==> src/rtl/bdmtc_pkg.sv <==
// constants and types of the bus dma map translation cache
// Functional notes
// - one map entry per external page, 8192
// - entries live in 32 Kbyte main memory
// - window address bits 14:2 equal page
// - valid entry maps page to page number
// - invalid entry declines the bus cycle
// - entry bits 30:20 read zero, written zero
// - aligned word access in two windows only
// - entry memory address offset from base register
// - sixteen line associative cache holds valid entries only
// - map accesses use local bus, not external
// - external masters cannot reach map entries
// - cached processor read arbitrated then answered
// - missed processor read retries, fetches, delivers
// - processor read never loads the cache
// - write latched, acknowledged, then written by DMA
// - processor write drops matching cache line
// - page boundary end prefetches next entry
// - cache replacement is first in first out
// - external miss fetches, checks valid, caches
// - processor loopback ignores access enable flag
// - access enable clear blocks external DMA
// - translated address is page plus offset
// - writes reply early, reads need memory
// - flush on reset, command, io reset, base
package bdmtc_pkg;

	localparam int MAP_ENTRIES  = 8192;
	localparam int CACHE_LINES  = 16;
	localparam int PAGE_NUM_W   = 20;
	localparam int TAG_W        = 13;
	localparam int EXT_ADDR_W   = 22;
	localparam int MEM_ADDR_W   = 29;
	localparam int BASE_W       = 14;
	localparam int PAGE_OFS_W   = 9;
	localparam int MAP_REGION_BYTES = 32768;

	localparam logic [31:0] WIN_MAIN_FIRST = 32'h10088000;
	localparam logic [31:0] WIN_MAIN_LAST  = 32'h1008FFFC;
	localparam logic [31:0] WIN_DIAG_FIRST = 32'h20088000;
	localparam logic [31:0] WIN_DIAG_LAST  = 32'h2008FFFC;

	localparam int          IDX_LO         = 2;
	localparam int          IDX_HI         = 14;
	localparam int          EXT_PAGE_LO    = 9;
	localparam int          EXT_PAGE_HI    = 21;
	localparam int          ENTRY_VALID    = 31;
	localparam logic [31:0] ENTRY_RSVD     = 32'h7FF00000;
	localparam logic [3:0]  ALL_BYTES      = 4'hF;
	localparam logic [1:0]  WORD_ALIGN     = 2'h0;
	localparam logic [8:0]  PAGE_START     = 9'h000;

	typedef struct packed {
		logic                  valid;
		logic [10:0]           zero;
		logic [PAGE_NUM_W-1:0] page;
	} bdmtc_entry_t;

	typedef struct packed {
		logic                  req;
		logic                  write;
		logic [MEM_ADDR_W-1:0] addr;
		logic [31:0]           wdata;
		logic [3:0]            byteEn;
	} bdmtc_mem_req_t;

	typedef enum logic [4:0] {
		ST_IDLE   = 5'h01,
		ST_EXT_RD = 5'h02,
		ST_CPU_RD = 5'h04,
		ST_FETCH  = 5'h08,
		ST_WRITE  = 5'h10
	} bdmtc_state_t;

	typedef enum logic [2:0] {
		FK_EXT  = 3'h1,
		FK_PREF = 3'h2,
		FK_CPU  = 3'h4
	} bdmtc_fetch_t;

endpackage

==> src/rtl/bdmtc_page_ram.sv <==
// page number store of the map cache lines, registered read
`timescale 1ns/1ps
module bdmtc_page_ram
	import bdmtc_pkg::*;
#(
	parameter int LINES  = CACHE_LINES,
	parameter int DATA_W = PAGE_NUM_W
)(
	input  wire logic                     clk,
	input  wire logic                     rst_n,
	input  wire logic                     wrEn,
	input  wire logic [$clog2(LINES)-1:0] wrAddr,
	input  wire logic [DATA_W-1:0]        wrData,
	input  wire logic [$clog2(LINES)-1:0] rdAddr,
	output logic      [DATA_W-1:0]        rdData
);

	logic [DATA_W-1:0] store [LINES];
	logic [DATA_W-1:0] next_rdData;

	always_comb
	begin
		next_rdData = store[rdAddr];
	end

	always_ff @(posedge clk)
	begin
		if (wrEn)
		begin
			store[wrAddr] <= wrData;
		end
		if (!rst_n)
		begin
			rdData <= '0;
		end
		else
		begin
			rdData <= next_rdData;
		end
	end

endmodule

==> src/rtl/bdmtc_core.sv <==
// map entry window, map cache and translation for external bus DMA
`timescale 1ns/1ps
module bdmtc_core
	import bdmtc_pkg::*;
#(
	parameter int LINES = CACHE_LINES
)(
	input  wire logic                  clk,
	input  wire logic                  rst_n,
	input  wire logic                  cpuReq,
	input  wire logic                  cpuWrite,
	input  wire logic [31:0]           cpuAddr,
	input  wire logic [3:0]            cpuByteEn,
	input  wire logic [31:0]           cpuWdata,
	output logic                       cpuAck,
	output logic                       cpuRetry,
	output logic      [31:0]           cpuRdata,
	input  wire logic                  extReq,
	input  wire logic                  extWrite,
	input  wire logic [EXT_ADDR_W-1:0] extAddr,
	input  wire logic                  extViaCpu,
	input  wire logic                  externalAccessEnable,
	input  wire logic                  memPresent,
	output logic                       busReply,
	output logic                       extDecline,
	output logic      [MEM_ADDR_W-1:0] xlatAddr,
	input  wire logic                  dmaEnd,
	input  wire logic [EXT_ADDR_W-1:0] dmaEndAddr,
	input  wire logic [BASE_W-1:0]     mapBase,
	input  wire logic                  mapBaseWrite,
	input  wire logic                  mapCacheInvalidateAll,
	input  wire logic                  ioBusResetRegisterWrite,
	output bdmtc_mem_req_t             localSystemBus,
	input  wire logic                  memAck,
	input  wire logic [31:0]           memRdata
);

	localparam int IDX_W = $clog2(LINES);

	bdmtc_state_t          state;
	bdmtc_state_t          next_state;
	bdmtc_fetch_t          kind;
	bdmtc_fetch_t          next_kind;
	logic [LINES-1:0]      lineValid;
	logic [LINES-1:0]      next_lineValid;
	logic [TAG_W-1:0]      tag [LINES];
	logic [TAG_W-1:0]      next_tag [LINES];
	logic [IDX_W-1:0]      fifoPtr;
	logic [IDX_W-1:0]      next_fifoPtr;
	logic [BASE_W-1:0]     baseReg;
	logic [BASE_W-1:0]     next_baseReg;
	logic [TAG_W-1:0]      pendPage;
	logic [TAG_W-1:0]      next_pendPage;
	logic [PAGE_OFS_W-1:0] extLow;
	logic [PAGE_OFS_W-1:0] next_extLow;
	logic                  extWr;
	logic                  next_extWr;
	logic                  prefPend;
	logic                  next_prefPend;
	logic [TAG_W-1:0]      prefPage;
	logic [TAG_W-1:0]      next_prefPage;
	logic                  heldValid;
	logic                  next_heldValid;
	logic [TAG_W-1:0]      heldIdx;
	logic [TAG_W-1:0]      next_heldIdx;
	logic [31:0]           heldData;
	logic [31:0]           next_heldData;
	logic                  next_cpuAck;
	logic                  next_cpuRetry;
	logic [31:0]           next_cpuRdata;
	logic                  next_busReply;
	logic                  next_extDecline;
	logic [MEM_ADDR_W-1:0] next_xlatAddr;
	bdmtc_mem_req_t        next_localSystemBus;

	logic [LINES-1:0]      extHitVec;
	logic [LINES-1:0]      cpuHitVec;
	logic [LINES-1:0]      prefHitVec;
	logic [TAG_W-1:0]      extPage;
	logic [TAG_W-1:0]      cpuIdx;
	logic                  cpuWin;
	logic                  flush;
	bdmtc_entry_t          fetched;
	logic                  ramWe;
	logic [IDX_W-1:0]      ramRAddr;
	logic [PAGE_NUM_W-1:0] ramRData;

	// lowest set bit of a hit vector as a line index
	function automatic logic [IDX_W-1:0] lineOf(input logic [LINES-1:0] vec);
		logic [IDX_W-1:0] idx;
		idx = '0;
		for (int i = LINES - 1; i >= 0; i--)
		begin
			if (vec[i])
			begin
				idx = IDX_W'(i);
			end
		end
		return idx;
	endfunction

	// main memory word address of a map entry
	function automatic logic [MEM_ADDR_W-1:0] entryAddr(input logic [BASE_W-1:0] base,
		input logic [TAG_W-1:0] page);
		return {base, page, WORD_ALIGN};
	endfunction

	assign extPage = extAddr[EXT_PAGE_HI:EXT_PAGE_LO];
	assign cpuIdx  = cpuAddr[IDX_HI:IDX_LO];
	// only the local processor port reaches the window
	assign cpuWin  = (cpuAddr[IDX_LO-1:0] == WORD_ALIGN)
		&& (((cpuAddr >= WIN_MAIN_FIRST) && (cpuAddr <= WIN_MAIN_LAST))
		|| ((cpuAddr >= WIN_DIAG_FIRST) && (cpuAddr <= WIN_DIAG_LAST)));
	assign flush   = mapBaseWrite || mapCacheInvalidateAll || ioBusResetRegisterWrite;
	assign fetched = bdmtc_entry_t'(memRdata & ~ENTRY_RSVD);

	// fully associative tag match
	genvar g;
	generate
		for (g = 0; g < LINES; g++)
		begin : gen_match
			assign extHitVec[g]  = lineValid[g] && (tag[g] == extPage);
			assign cpuHitVec[g]  = lineValid[g] && (tag[g] == cpuIdx);
			assign prefHitVec[g] = lineValid[g] && (tag[g] == prefPage);
		end
	endgenerate

	bdmtc_page_ram #(
		.LINES  (LINES),
		.DATA_W (PAGE_NUM_W)
	) u_page_ram (
		.clk    (clk),
		.rst_n  (rst_n),
		.wrEn   (ramWe),
		.wrAddr (fifoPtr),
		.wrData (fetched.page),
		.rdAddr (ramRAddr),
		.rdData (ramRData)
	);

	always_comb
	begin
		next_state          = state;
		next_kind           = kind;
		next_tag            = tag;
		next_fifoPtr        = fifoPtr;
		next_baseReg        = mapBaseWrite ? mapBase : baseReg;
		next_pendPage       = pendPage;
		next_extLow         = extLow;
		next_extWr          = extWr;
		next_prefPend       = prefPend;
		next_prefPage       = prefPage;
		next_heldIdx        = heldIdx;
		next_heldData       = heldData;
		next_cpuAck         = 1'b0;
		next_cpuRetry       = 1'b0;
		next_cpuRdata       = cpuRdata;
		next_busReply       = 1'b0;
		next_extDecline     = 1'b0;
		next_xlatAddr       = xlatAddr;
		next_localSystemBus = localSystemBus;
		ramWe               = 1'b0;
		ramRAddr            = '0;
		// flush first so that a line loaded this cycle survives
		next_lineValid      = flush ? '0 : lineValid;
		next_heldValid      = flush ? 1'b0 : heldValid;
		unique case (state)
			ST_IDLE:
			begin
				if (prefPend)
				begin
					next_prefPend = 1'b0;
					if (prefHitVec == '0)
					begin
						next_pendPage       = prefPage;
						next_kind           = FK_PREF;
						next_state          = ST_FETCH;
						next_localSystemBus = '{1'b1, 1'b0, entryAddr(baseReg, prefPage), '0,
							ALL_BYTES};
					end
				end
				else if (extReq && !busReply && !extDecline)
				begin
					next_pendPage = extPage;
					next_extLow   = extAddr[PAGE_OFS_W-1:0];
					next_extWr    = extWrite;
					if (!externalAccessEnable && !extViaCpu)
					begin
						next_extDecline = 1'b1;
					end
					else if (extHitVec != '0)
					begin
						ramRAddr   = lineOf(extHitVec);
						next_state = ST_EXT_RD;
					end
					else
					begin
						next_kind           = FK_EXT;
						next_state          = ST_FETCH;
						next_localSystemBus = '{1'b1, 1'b0, entryAddr(baseReg, extPage), '0,
							ALL_BYTES};
					end
				end
				else if (cpuReq && cpuWin && !cpuAck && !cpuRetry)
				begin
					if (cpuWrite)
					begin
						next_cpuAck         = 1'b1;
						next_state          = ST_WRITE;
						next_localSystemBus = '{1'b1, 1'b1, entryAddr(baseReg, cpuIdx),
							cpuWdata & ~ENTRY_RSVD, cpuByteEn};
						next_lineValid      = next_lineValid & ~cpuHitVec;
						if (heldIdx == cpuIdx)
						begin
							next_heldValid = 1'b0;
						end
					end
					else if (heldValid && (heldIdx == cpuIdx))
					begin
						next_cpuAck    = 1'b1;
						next_cpuRdata  = heldData;
						next_heldValid = 1'b0;
					end
					else if (cpuHitVec != '0)
					begin
						ramRAddr   = lineOf(cpuHitVec);
						next_state = ST_CPU_RD;
					end
					else
					begin
						next_cpuRetry       = 1'b1;
						next_heldIdx        = cpuIdx;
						next_kind           = FK_CPU;
						next_state          = ST_FETCH;
						next_localSystemBus = '{1'b1, 1'b0, entryAddr(baseReg, cpuIdx), '0,
							ALL_BYTES};
					end
				end
			end
			ST_EXT_RD:
			begin
				next_xlatAddr   = {ramRData, extLow};
				next_busReply   = extWr || memPresent;
				next_extDecline = !(extWr || memPresent);
				next_state      = ST_IDLE;
			end
			ST_CPU_RD:
			begin
				// a cached line was valid when loaded
				next_cpuRdata = bdmtc_entry_t'{1'b1, '0, ramRData};
				next_cpuAck   = 1'b1;
				next_state    = ST_IDLE;
			end
			ST_FETCH:
			begin
				if (memAck)
				begin
					next_localSystemBus.req = 1'b0;
					next_state              = ST_IDLE;
					unique case (kind)
						FK_CPU:
						begin
							next_heldData  = fetched;
							next_heldValid = 1'b1;
						end
						FK_EXT, FK_PREF:
						begin
							if (fetched.valid)
							begin
								ramWe                   = 1'b1;
								next_lineValid[fifoPtr] = 1'b1;
								next_tag[fifoPtr]       = pendPage;
								next_fifoPtr            = fifoPtr + IDX_W'(1);
							end
							if (kind == FK_EXT)
							begin
								next_xlatAddr   = {fetched.page, extLow};
								next_busReply   = fetched.valid && (extWr || memPresent);
								next_extDecline = !(fetched.valid && (extWr || memPresent));
							end
						end
						default:
						begin
							next_state = ST_IDLE;
						end
					endcase
				end
			end
			ST_WRITE:
			begin
				if (memAck)
				begin
					next_localSystemBus.req = 1'b0;
					next_state              = ST_IDLE;
				end
			end
			default:
			begin
				next_state = ST_IDLE;
			end
		endcase
		// a new boundary request wins over the one just taken
		if (dmaEnd && (dmaEndAddr[PAGE_OFS_W-1:0] == PAGE_START))
		begin
			next_prefPend = 1'b1;
			next_prefPage = dmaEndAddr[EXT_PAGE_HI:EXT_PAGE_LO];
		end
	end

	always_ff @(posedge clk)
	begin
		tag <= next_tag;
		if (!rst_n)
		begin
			state          <= ST_IDLE;
			kind           <= FK_EXT;
			lineValid      <= '0;
			fifoPtr        <= '0;
			baseReg        <= '0;
			pendPage       <= '0;
			extLow         <= '0;
			extWr          <= 1'b0;
			prefPend       <= 1'b0;
			prefPage       <= '0;
			heldValid      <= 1'b0;
			heldIdx        <= '0;
			heldData       <= '0;
			cpuAck         <= 1'b0;
			cpuRetry       <= 1'b0;
			cpuRdata       <= '0;
			busReply       <= 1'b0;
			extDecline     <= 1'b0;
			xlatAddr       <= '0;
			localSystemBus <= '0;
		end
		else
		begin
			state          <= next_state;
			kind           <= next_kind;
			lineValid      <= next_lineValid;
			fifoPtr        <= next_fifoPtr;
			baseReg        <= next_baseReg;
			pendPage       <= next_pendPage;
			extLow         <= next_extLow;
			extWr          <= next_extWr;
			prefPend       <= next_prefPend;
			prefPage       <= next_prefPage;
			heldValid      <= next_heldValid;
			heldIdx        <= next_heldIdx;
			heldData       <= next_heldData;
			cpuAck         <= next_cpuAck;
			cpuRetry       <= next_cpuRetry;
			cpuRdata       <= next_cpuRdata;
			busReply       <= next_busReply;
			extDecline     <= next_extDecline;
			xlatAddr       <= next_xlatAddr;
			localSystemBus <= next_localSystemBus;
		end
	end

endmodule

==> config.mk <==
export PLATFORM = sky130hd
export DESIGN_NAME = bdmtc_core
export DESIGN_NICKNAME = d
export VERILOG_FILES = /design/src/rtl/bdmtc_pkg.sv /design/src/rtl/bdmtc_page_ram.sv /design/src/rtl/bdmtc_core.sv
export SDC_FILE = /design/constraint.sdc
export NUM_CORES = 2
export LEC_CHECK = 0
export BUFFER_PORTS_ARGS = -buffer_cell sky130_fd_sc_hd__buf_2
export CAP_MARGIN = 20
export CELL_PAD_IN_SITES_DETAIL_PLACEMENT = 1
export CELL_PAD_IN_SITES_GLOBAL_PLACEMENT = 2
export CORE_ASPECT_RATIO = 1.4
export CORE_UTILIZATION = 45
export CTS_BUF_LIST = sky130_fd_sc_hd__clkbuf_8
export CTS_CLUSTER_DIAMETER = 150
export CTS_CLUSTER_SIZE = 28
export DETAILED_ROUTE_END_ITERATION = 12
export PLACE_DENSITY = 0.88
export SYNTH_ARGS = -nofsm -noshare
export SYNTH_HDL_FRONTEND = slang
export SYNTH_SLANG_ARGS = --single-unit
==> constraint.sdc <==
create_clock -name clk -period 9.9 [get_ports clk]
set_input_delay 0.99 -clock clk [delete_from_list [all_inputs] [get_ports clk]]
set_output_delay 0.99 -clock clk [all_outputs]
set_load 0.1 [all_outputs]
* After elaboration in Yosys (flattened, before gate mapping)
Memory sizes are Yosys's and may differ from the RTL's. A register that Yosys moved wholly into a read port is not among the register bits.
Index checks and enable logic that the tools add are counted.
** Operators by class
- Add/sub/neg operators :: 1
- Order comparisons :: 8
- Eq/ne operators :: 80
- Mux-type cells :: 135
- Bitwise logic cells :: 12
- Reduce and logical (&&, ||, !) cells :: 100
** Operators by type and width (count)
- $eq A13 B13 Y1 :: 49
- $mux W67 :: 9
- $bwmux W208 :: 1
- $mux W4 :: 43
- $mux W32 :: 5
- $mux W16 :: 8
- $mux W29 :: 3
- $pmux W32 S2 :: 1
- $logic_and A1 B1 Y1 :: 62
- $pmux W29 S2 :: 1
- $demux W13 S4 :: 1
- $mux W13 :: 4
- $mux W5 :: 8
- $mux W1 :: 34
- $ge A32 B29 Y1 const B :: 1
- $ge A32 B30 Y1 const B :: 1
- $le A32 B29 Y1 const B :: 1
- $le A32 B30 Y1 const B :: 1
- $pmux W16 S2 :: 1
- $reduce_bool A16 Y1 :: 2
- $mux W3 :: 9
- $ne A4 B4 Y1 const B :: 5
- $and A16 B16 Y16 :: 1
- $logic_not A16 Y1 :: 1
- other kinds (40) :: 84
** Word-level totals
- Register bits :: 454
- RAM bits :: 320
- Bits of input ports :: 172
- Output and inout bits :: 132
- Logic and storage cells :: 377
- Memories kept :: 1
** Memory list
- u_page_ram.store :: depth 16, bits a word 20, read ports 1, clocked after Yosys merged registers in 1, write ports 1, line bdmtc_page_ram.sv:18 : logic [DATA_W-1:0] store [LINES];

* Longest topological paths before layout
- Depth in word-level cells :: 25
- Depth in mapped cells :: 16
- Gate-level depth less buffers :: 11

* By module
A second synthesis with hierarchy kept.
** Unflattened totals
- Cell total of the unflattened synthesis :: 2952
- Area, all modules :: 36932.9 µm²
** By module, submodules not included
- bdmtc_core :: times used 1, cells each 2353, area each 23945.5 µm², seq. area each 10690.3 µm²
- bdmtc_page_ram :: times used 1, cells each 599, area each 12987.5 µm², seq. area each 10009.6 µm²

* Worst setup path before layout
Ideal clock, no wire load.
- Path kind :: in2reg
- Start point :: input extAddr[18]
- End point :: register u_page_ram.rdData[1] (read register of u_page_ram.store)
- Setup time :: 0.116 ns
- Arrival :: 3.895 ns
- Required time :: 9.784 ns
- Slack :: 5.889 ns
- Stages :: 15
- Buffers on the path :: 4
- Cell sequence :: buf_2 > buf_4 > xnor2_1 > nand4_1 > or4_1 > a21oi_1 > o311ai_1 > and4_1 > clkbuf_1 > o21ai_4 > buf_2 > mux2_2 > nor2_1 > a211oi_1 > a31o_1
** On the way
- Word-level cells in the longest chain between the ends :: 23
- Elaborated cells on any way between the ends :: 54
- Classes of those cells :: eq/ne: 16; mux: 21; reduce/logical: 17
** RTL lines
- from (decl) :: line bdmtc_core.sv:20 : input wire logic [EXT_ADDR_W-1:0] extAddr,
- $eq A13 B13 Y1 :: line bdmtc_core.sv:122 : assign extHitVec[g] = lineValid[g] && (tag[g] == extPage);
- $logic_and A1 B1 Y1 :: line bdmtc_core.sv:122
- $mux W4 (16 in series) :: line bdmtc_core.sv:94 : if (vec[i])
- $mux W4 (*) :: line bdmtc_core.sv:191 : else if (extHitVec != '0)
- $mux W4 (*) :: line bdmtc_core.sv:187 : if (!externalAccessEnable && !extViaCpu)
- $mux W4 (*) :: line bdmtc_core.sv:182 : else if (extReq && !busReply && !extDecline)
- $mux W4 (*) :: line bdmtc_core.sv:170 : if (prefPend)
- $mux W4 (*) :: line bdmtc_core.sv:167 : unique case (state)
- to (decl) :: line bdmtc_page_ram.sv:15 : output logic [DATA_W-1:0] rdData
Mark *: on every way between the ends. The rest lies on a longest branch, timed or not.
A chain may end at the register's enable or synchronous reset.

* Final worst setup path
- Start point :: input extAddr[13]
- End point :: register u_page_ram.rdData[16] (read register of u_page_ram.store)
Same word-level chain as after synthesis.

==> impl_summary.md <==
Job
The max-capacitance violation count is 0.

Clock tree
Clock tree synthesis inserted a total of 31 buffers. The root buffer selected by CTS is sky130_fd_sc_hd__clkbuf_8. The post-cts repair resize count is 0. The clock passes through at most 3 buffers. The CTS tree is done.

The clock latency on the worst-skew pair is 0.82 ns. The number of post-CTS setup repair buffers is 0. Clock tree synthesis found a total of 770 sinks. CTS built an H-tree with a depth of 1. After clock tree synthesis, the clock-pin slew on the worst setup and hold paths is 0.17 ns. The quantity of hold-fixing buffers added after cts is 0.

Synth
The async set-reset flop share out of synthesis is 0%. Ranked by total cell area, the synthesized netlist is headed by sky130_fd_sc_hd__edfxtp_1, sky130_fd_sc_hd__xnor2_1, sky130_fd_sc_hd__dfxtp_1. The flip-flop and latch count after synthesis is 770. Yosys mapped a number of flops with a built-in enable equal to 528. Summing every instance area after synthesis gives roughly 38,000 sq um. After synthesis, flip-flops and latches occupy between 50% and 60% of the total area. Counting every instance in the synthesized netlist gives between 3,000 and 4,000. The number of distinct library cells after synthesis is 75. The area share of the leading cell type in the synthesized netlist is between 40% and 50%. The number of synthesis warnings is 0. Summed over all instances, the cell type with the most area after synthesis is sky130_fd_sc_hd__edfxtp_1. For this run, the leading register cell type out of synthesis is sky130_fd_sc_hd__edfxtp_1.

The per-instance average area after synthesis is 11.2 sq um.

STA
Setup repair after global routing left no endpoint under its margin. The final cycle utilization of the critical path is between 60 and 70%. The worst setup skew after layout is between 0.07 and 0.08 ns. The final worst slack is 3.94 ns. The final hold slack is ~0.42 ns.

The fmax is about 170 MHz. The number of setup violations in the final report is 0. The final count of pins violating max slew came to 0. The transition time at the pin with the least slew margin is 1.31 ns. The post-layout minimum cycle time is 5.96 ns. Headroom to the max-slew limit came out at 12.6%.

Summed over all failing endpoints, the final setup total negative slack is 0 ns. The number of hold violations in the final report was 0.

Floorplan
The die covers 85,700 sq um. The core region is 83,400 sq um. The number of I/O pins is about 300.

The initial utilization of the core area, before any placement, comes to between 40% and 50%. The number of standard-cell rows in the floorplan is 125. The y dimension of the die is between 300 and 400 um. The floorplan step set the die width to 248 um.

GRT
The number of global-route vias before repair is around 30,000. Across every metal layer, demand over resource in global routing totals 32.6%. Entering global routing, the biggest net connects 93 pins. The initial antenna violation count came to 13. The first global-routing pass estimated ~200,000 um of wire. For this run the aggregate overflow at the end of global routing stands at 0.

Power
The overall power is approximately 5.5 mW. The worst ir drop on vdd is 0.134 mV. Power spread over the standard cell area amounts to 133 nW/um^2. Summed over all cells, the static leakage comes to approximately 13 nW.

Critical path
The number of cells on the worst reg-to-reg path is 13. STA puts the critical path data required time at 10.63 ns. The data arrival time of the critical path is 6.69 ns. The path type of the worst setup path is primary input to flop. The worst setup path is launched from a primary input.

The kind of end point of the critical path is a flop. In this run the worst path has a maximum fanout of 60.

Placed design
The placed instances occupy a cell area of 40,500 sq um. At the end of routability-driven placement, the weighted congestion stood at 1.01. The worst slack after detailed placement is about 3.2 ns. The number of I/O port buffers is 257.

The half-perimeter wire length after placement is 94,000 um.

Detailed routing
The overall via count from detail_route is just under 30,000. In the routed design, unresolved DRC markers number 5. The per-cell via count in the routed design is 6.20. The final routed wirelength across all metal layers is about 140,000 um. The number of nets with antenna violations after detailed routing is 0. The first detailed-routing pass took 11 iterations. The per-cell routed wire length is between 20 and 30 um. After the first detailed-routing iteration, the DRC count stood at 2,676.

Cells and area
The cell area after layout is a little over 40,000 sq um. The area taken by multi-input logic gates is ~16,000 sq um. Compared with the post-synthesis result, the final layout area differs by 8.00%. The area taken by flip-flops and latches is approximately 21,000 sq um. The number of filler instances in the final layout is about 9,000. The post-route netlist has between 10% and 20% of its cells at a drive strength greater than 1. After the last flow step, the layout net total stands at 3,771.

Worst hold path
In this run the worst hold path is classified as primary input to flop. The worst hold path cell count is 3.

Run status
The flow ran to the end, but the final reports show violations. The checks that failed: DRC.
-- synth_stat cells (all sizes together), types with 66 or more instances --
cell,n
xnor2,631
edfxtp,528
nand2,297
nor2,280
dfxtp,242
nand4,186
buf,145
mux2i,141
a21oi,122
a211oi,110
clkbuf,103
nor4,98
o21ai,67
nor3,66
-- worst paths after layout --
path | startpoint | end | slack [ns]
worst max-delay path | extAddr[13] | u_page_ram.rdData[16]$_SDFF_PN0_ | 3.94
worst min-delay path | extAddr[2] | extLow[2]$_SDFFE_PN0P_ | 0.42
worst max register to register | tag[22]$_DFFE_PP_ | u_page_ram.rdData[16]$_SDFF_PN0_ | 4.31
worst min register to register | localSystemBus[23]$_SDFFE_PN0P_ | localSystemBus[23]$_SDFFE_PN0P_ | 0.46
-- layout make-up --
type,instances,share of cell area (%)
multi-input cells,2401,39.5
clock inverters,27,0.286
clock buffers,31,1.04
flip-flops and latches,770,50.4
well taps,1079,3.29
repair buffers,377,5.34
inverters,14,0.140
diodes,4,0.0244
-- layout by cell type (no fill, tap or decap), types with 110 or more instances in the layout --
master	netlist	layout
sky130_fd_sc_hd__xnor2_1	624	624
sky130_fd_sc_hd__edfxtp_1	528	528
sky130_fd_sc_hd__nand2_1	296	296
sky130_fd_sc_hd__nor2_1	280	262
sky130_fd_sc_hd__buf_2	76	259
sky130_fd_sc_hd__dfxtp_1	242	242
sky130_fd_sc_hd__nand4_1	186	186
sky130_fd_sc_hd__mux2i_1	141	141
sky130_fd_sc_hd__a21oi_1	122	121
sky130_fd_sc_hd__buf_4	46	116
sky130_fd_sc_hd__a211oi_1	110	110
-- layer usage --
metal  share of wire (%)  global-route usage (%)  wire length [um]
met1                  36                    37.8             50700
met2                  50                    56.2             69700
met3                 7.2                    4.71             10100
met4                 7.1                    19.8             10000
met5               0.082                       0               115
-- worst max-delay path, stage by stage --
cell and delay [ns]:
sky130_fd_sc_hd__buf_2 0.41, sky130_fd_sc_hd__buf_4 0.40, sky130_fd_sc_hd__xnor2_1 0.19, sky130_fd_sc_hd__nand4_1 0.14, sky130_fd_sc_hd__or4_1 0.51, sky130_fd_sc_hd__a211oi_1 0.69
sky130_fd_sc_hd__o311ai_1 0.24, sky130_fd_sc_hd__and4_1 0.28, sky130_fd_sc_hd__buf_4 0.28, sky130_fd_sc_hd__o21ai_4 0.73, sky130_fd_sc_hd__buf_4 0.89, sky130_fd_sc_hd__mux2_2 0.43
sky130_fd_sc_hd__nor2_1 0.12, sky130_fd_sc_hd__a211oi_1 0.08, sky130_fd_sc_hd__a21o_1 0.20
-- state kept, by name (all words and copies together), names as in the netlist, 3 cells and up --
name,flops
u_page_ram.rdData,20
heldIdx,13
heldData,21
state,5
kind,3
xlatAddr,29
cpuRdata,21
baseReg,14
lineValid,16
extLow,9
tag,208
fifoPtr,4
u_page_ram.store,320
localSystemBus,54
pendPage,13
prefPage,13
-- kinds of logic after synthesis --
| family | synth area share, % |
|---|---|
| xor gates and xnor gates | 14.9 |
| buffers and inverters | 3.56 |
| DFF | 54.4 |
| adders and majority gates | 0.132 |
| and+or+nand+nor | 14.2 |
| AOI/OAI and AO/OA | 7.87 |
| other | 0.00986 |
| muxes | 4.89 |
-- report_power, final --
group	switching (mW)	leakage (nW)	total, mW	internal [mW]
registers	0.0394	6.74	3.52	3.48
clock network	0.978	0.364	1.28	0.301
logic	0.526	6.29	0.684	0.159
-- stage by stage --
stage               utilization (%)  std cells
CTS                            49.2       4688
global placement               48.5       4627
finish                         49.3       4703
detailed placement             48.5       4630
global route                   49.3       4703
floorplan                         -       3433
(Power assumes the default switching activity.)
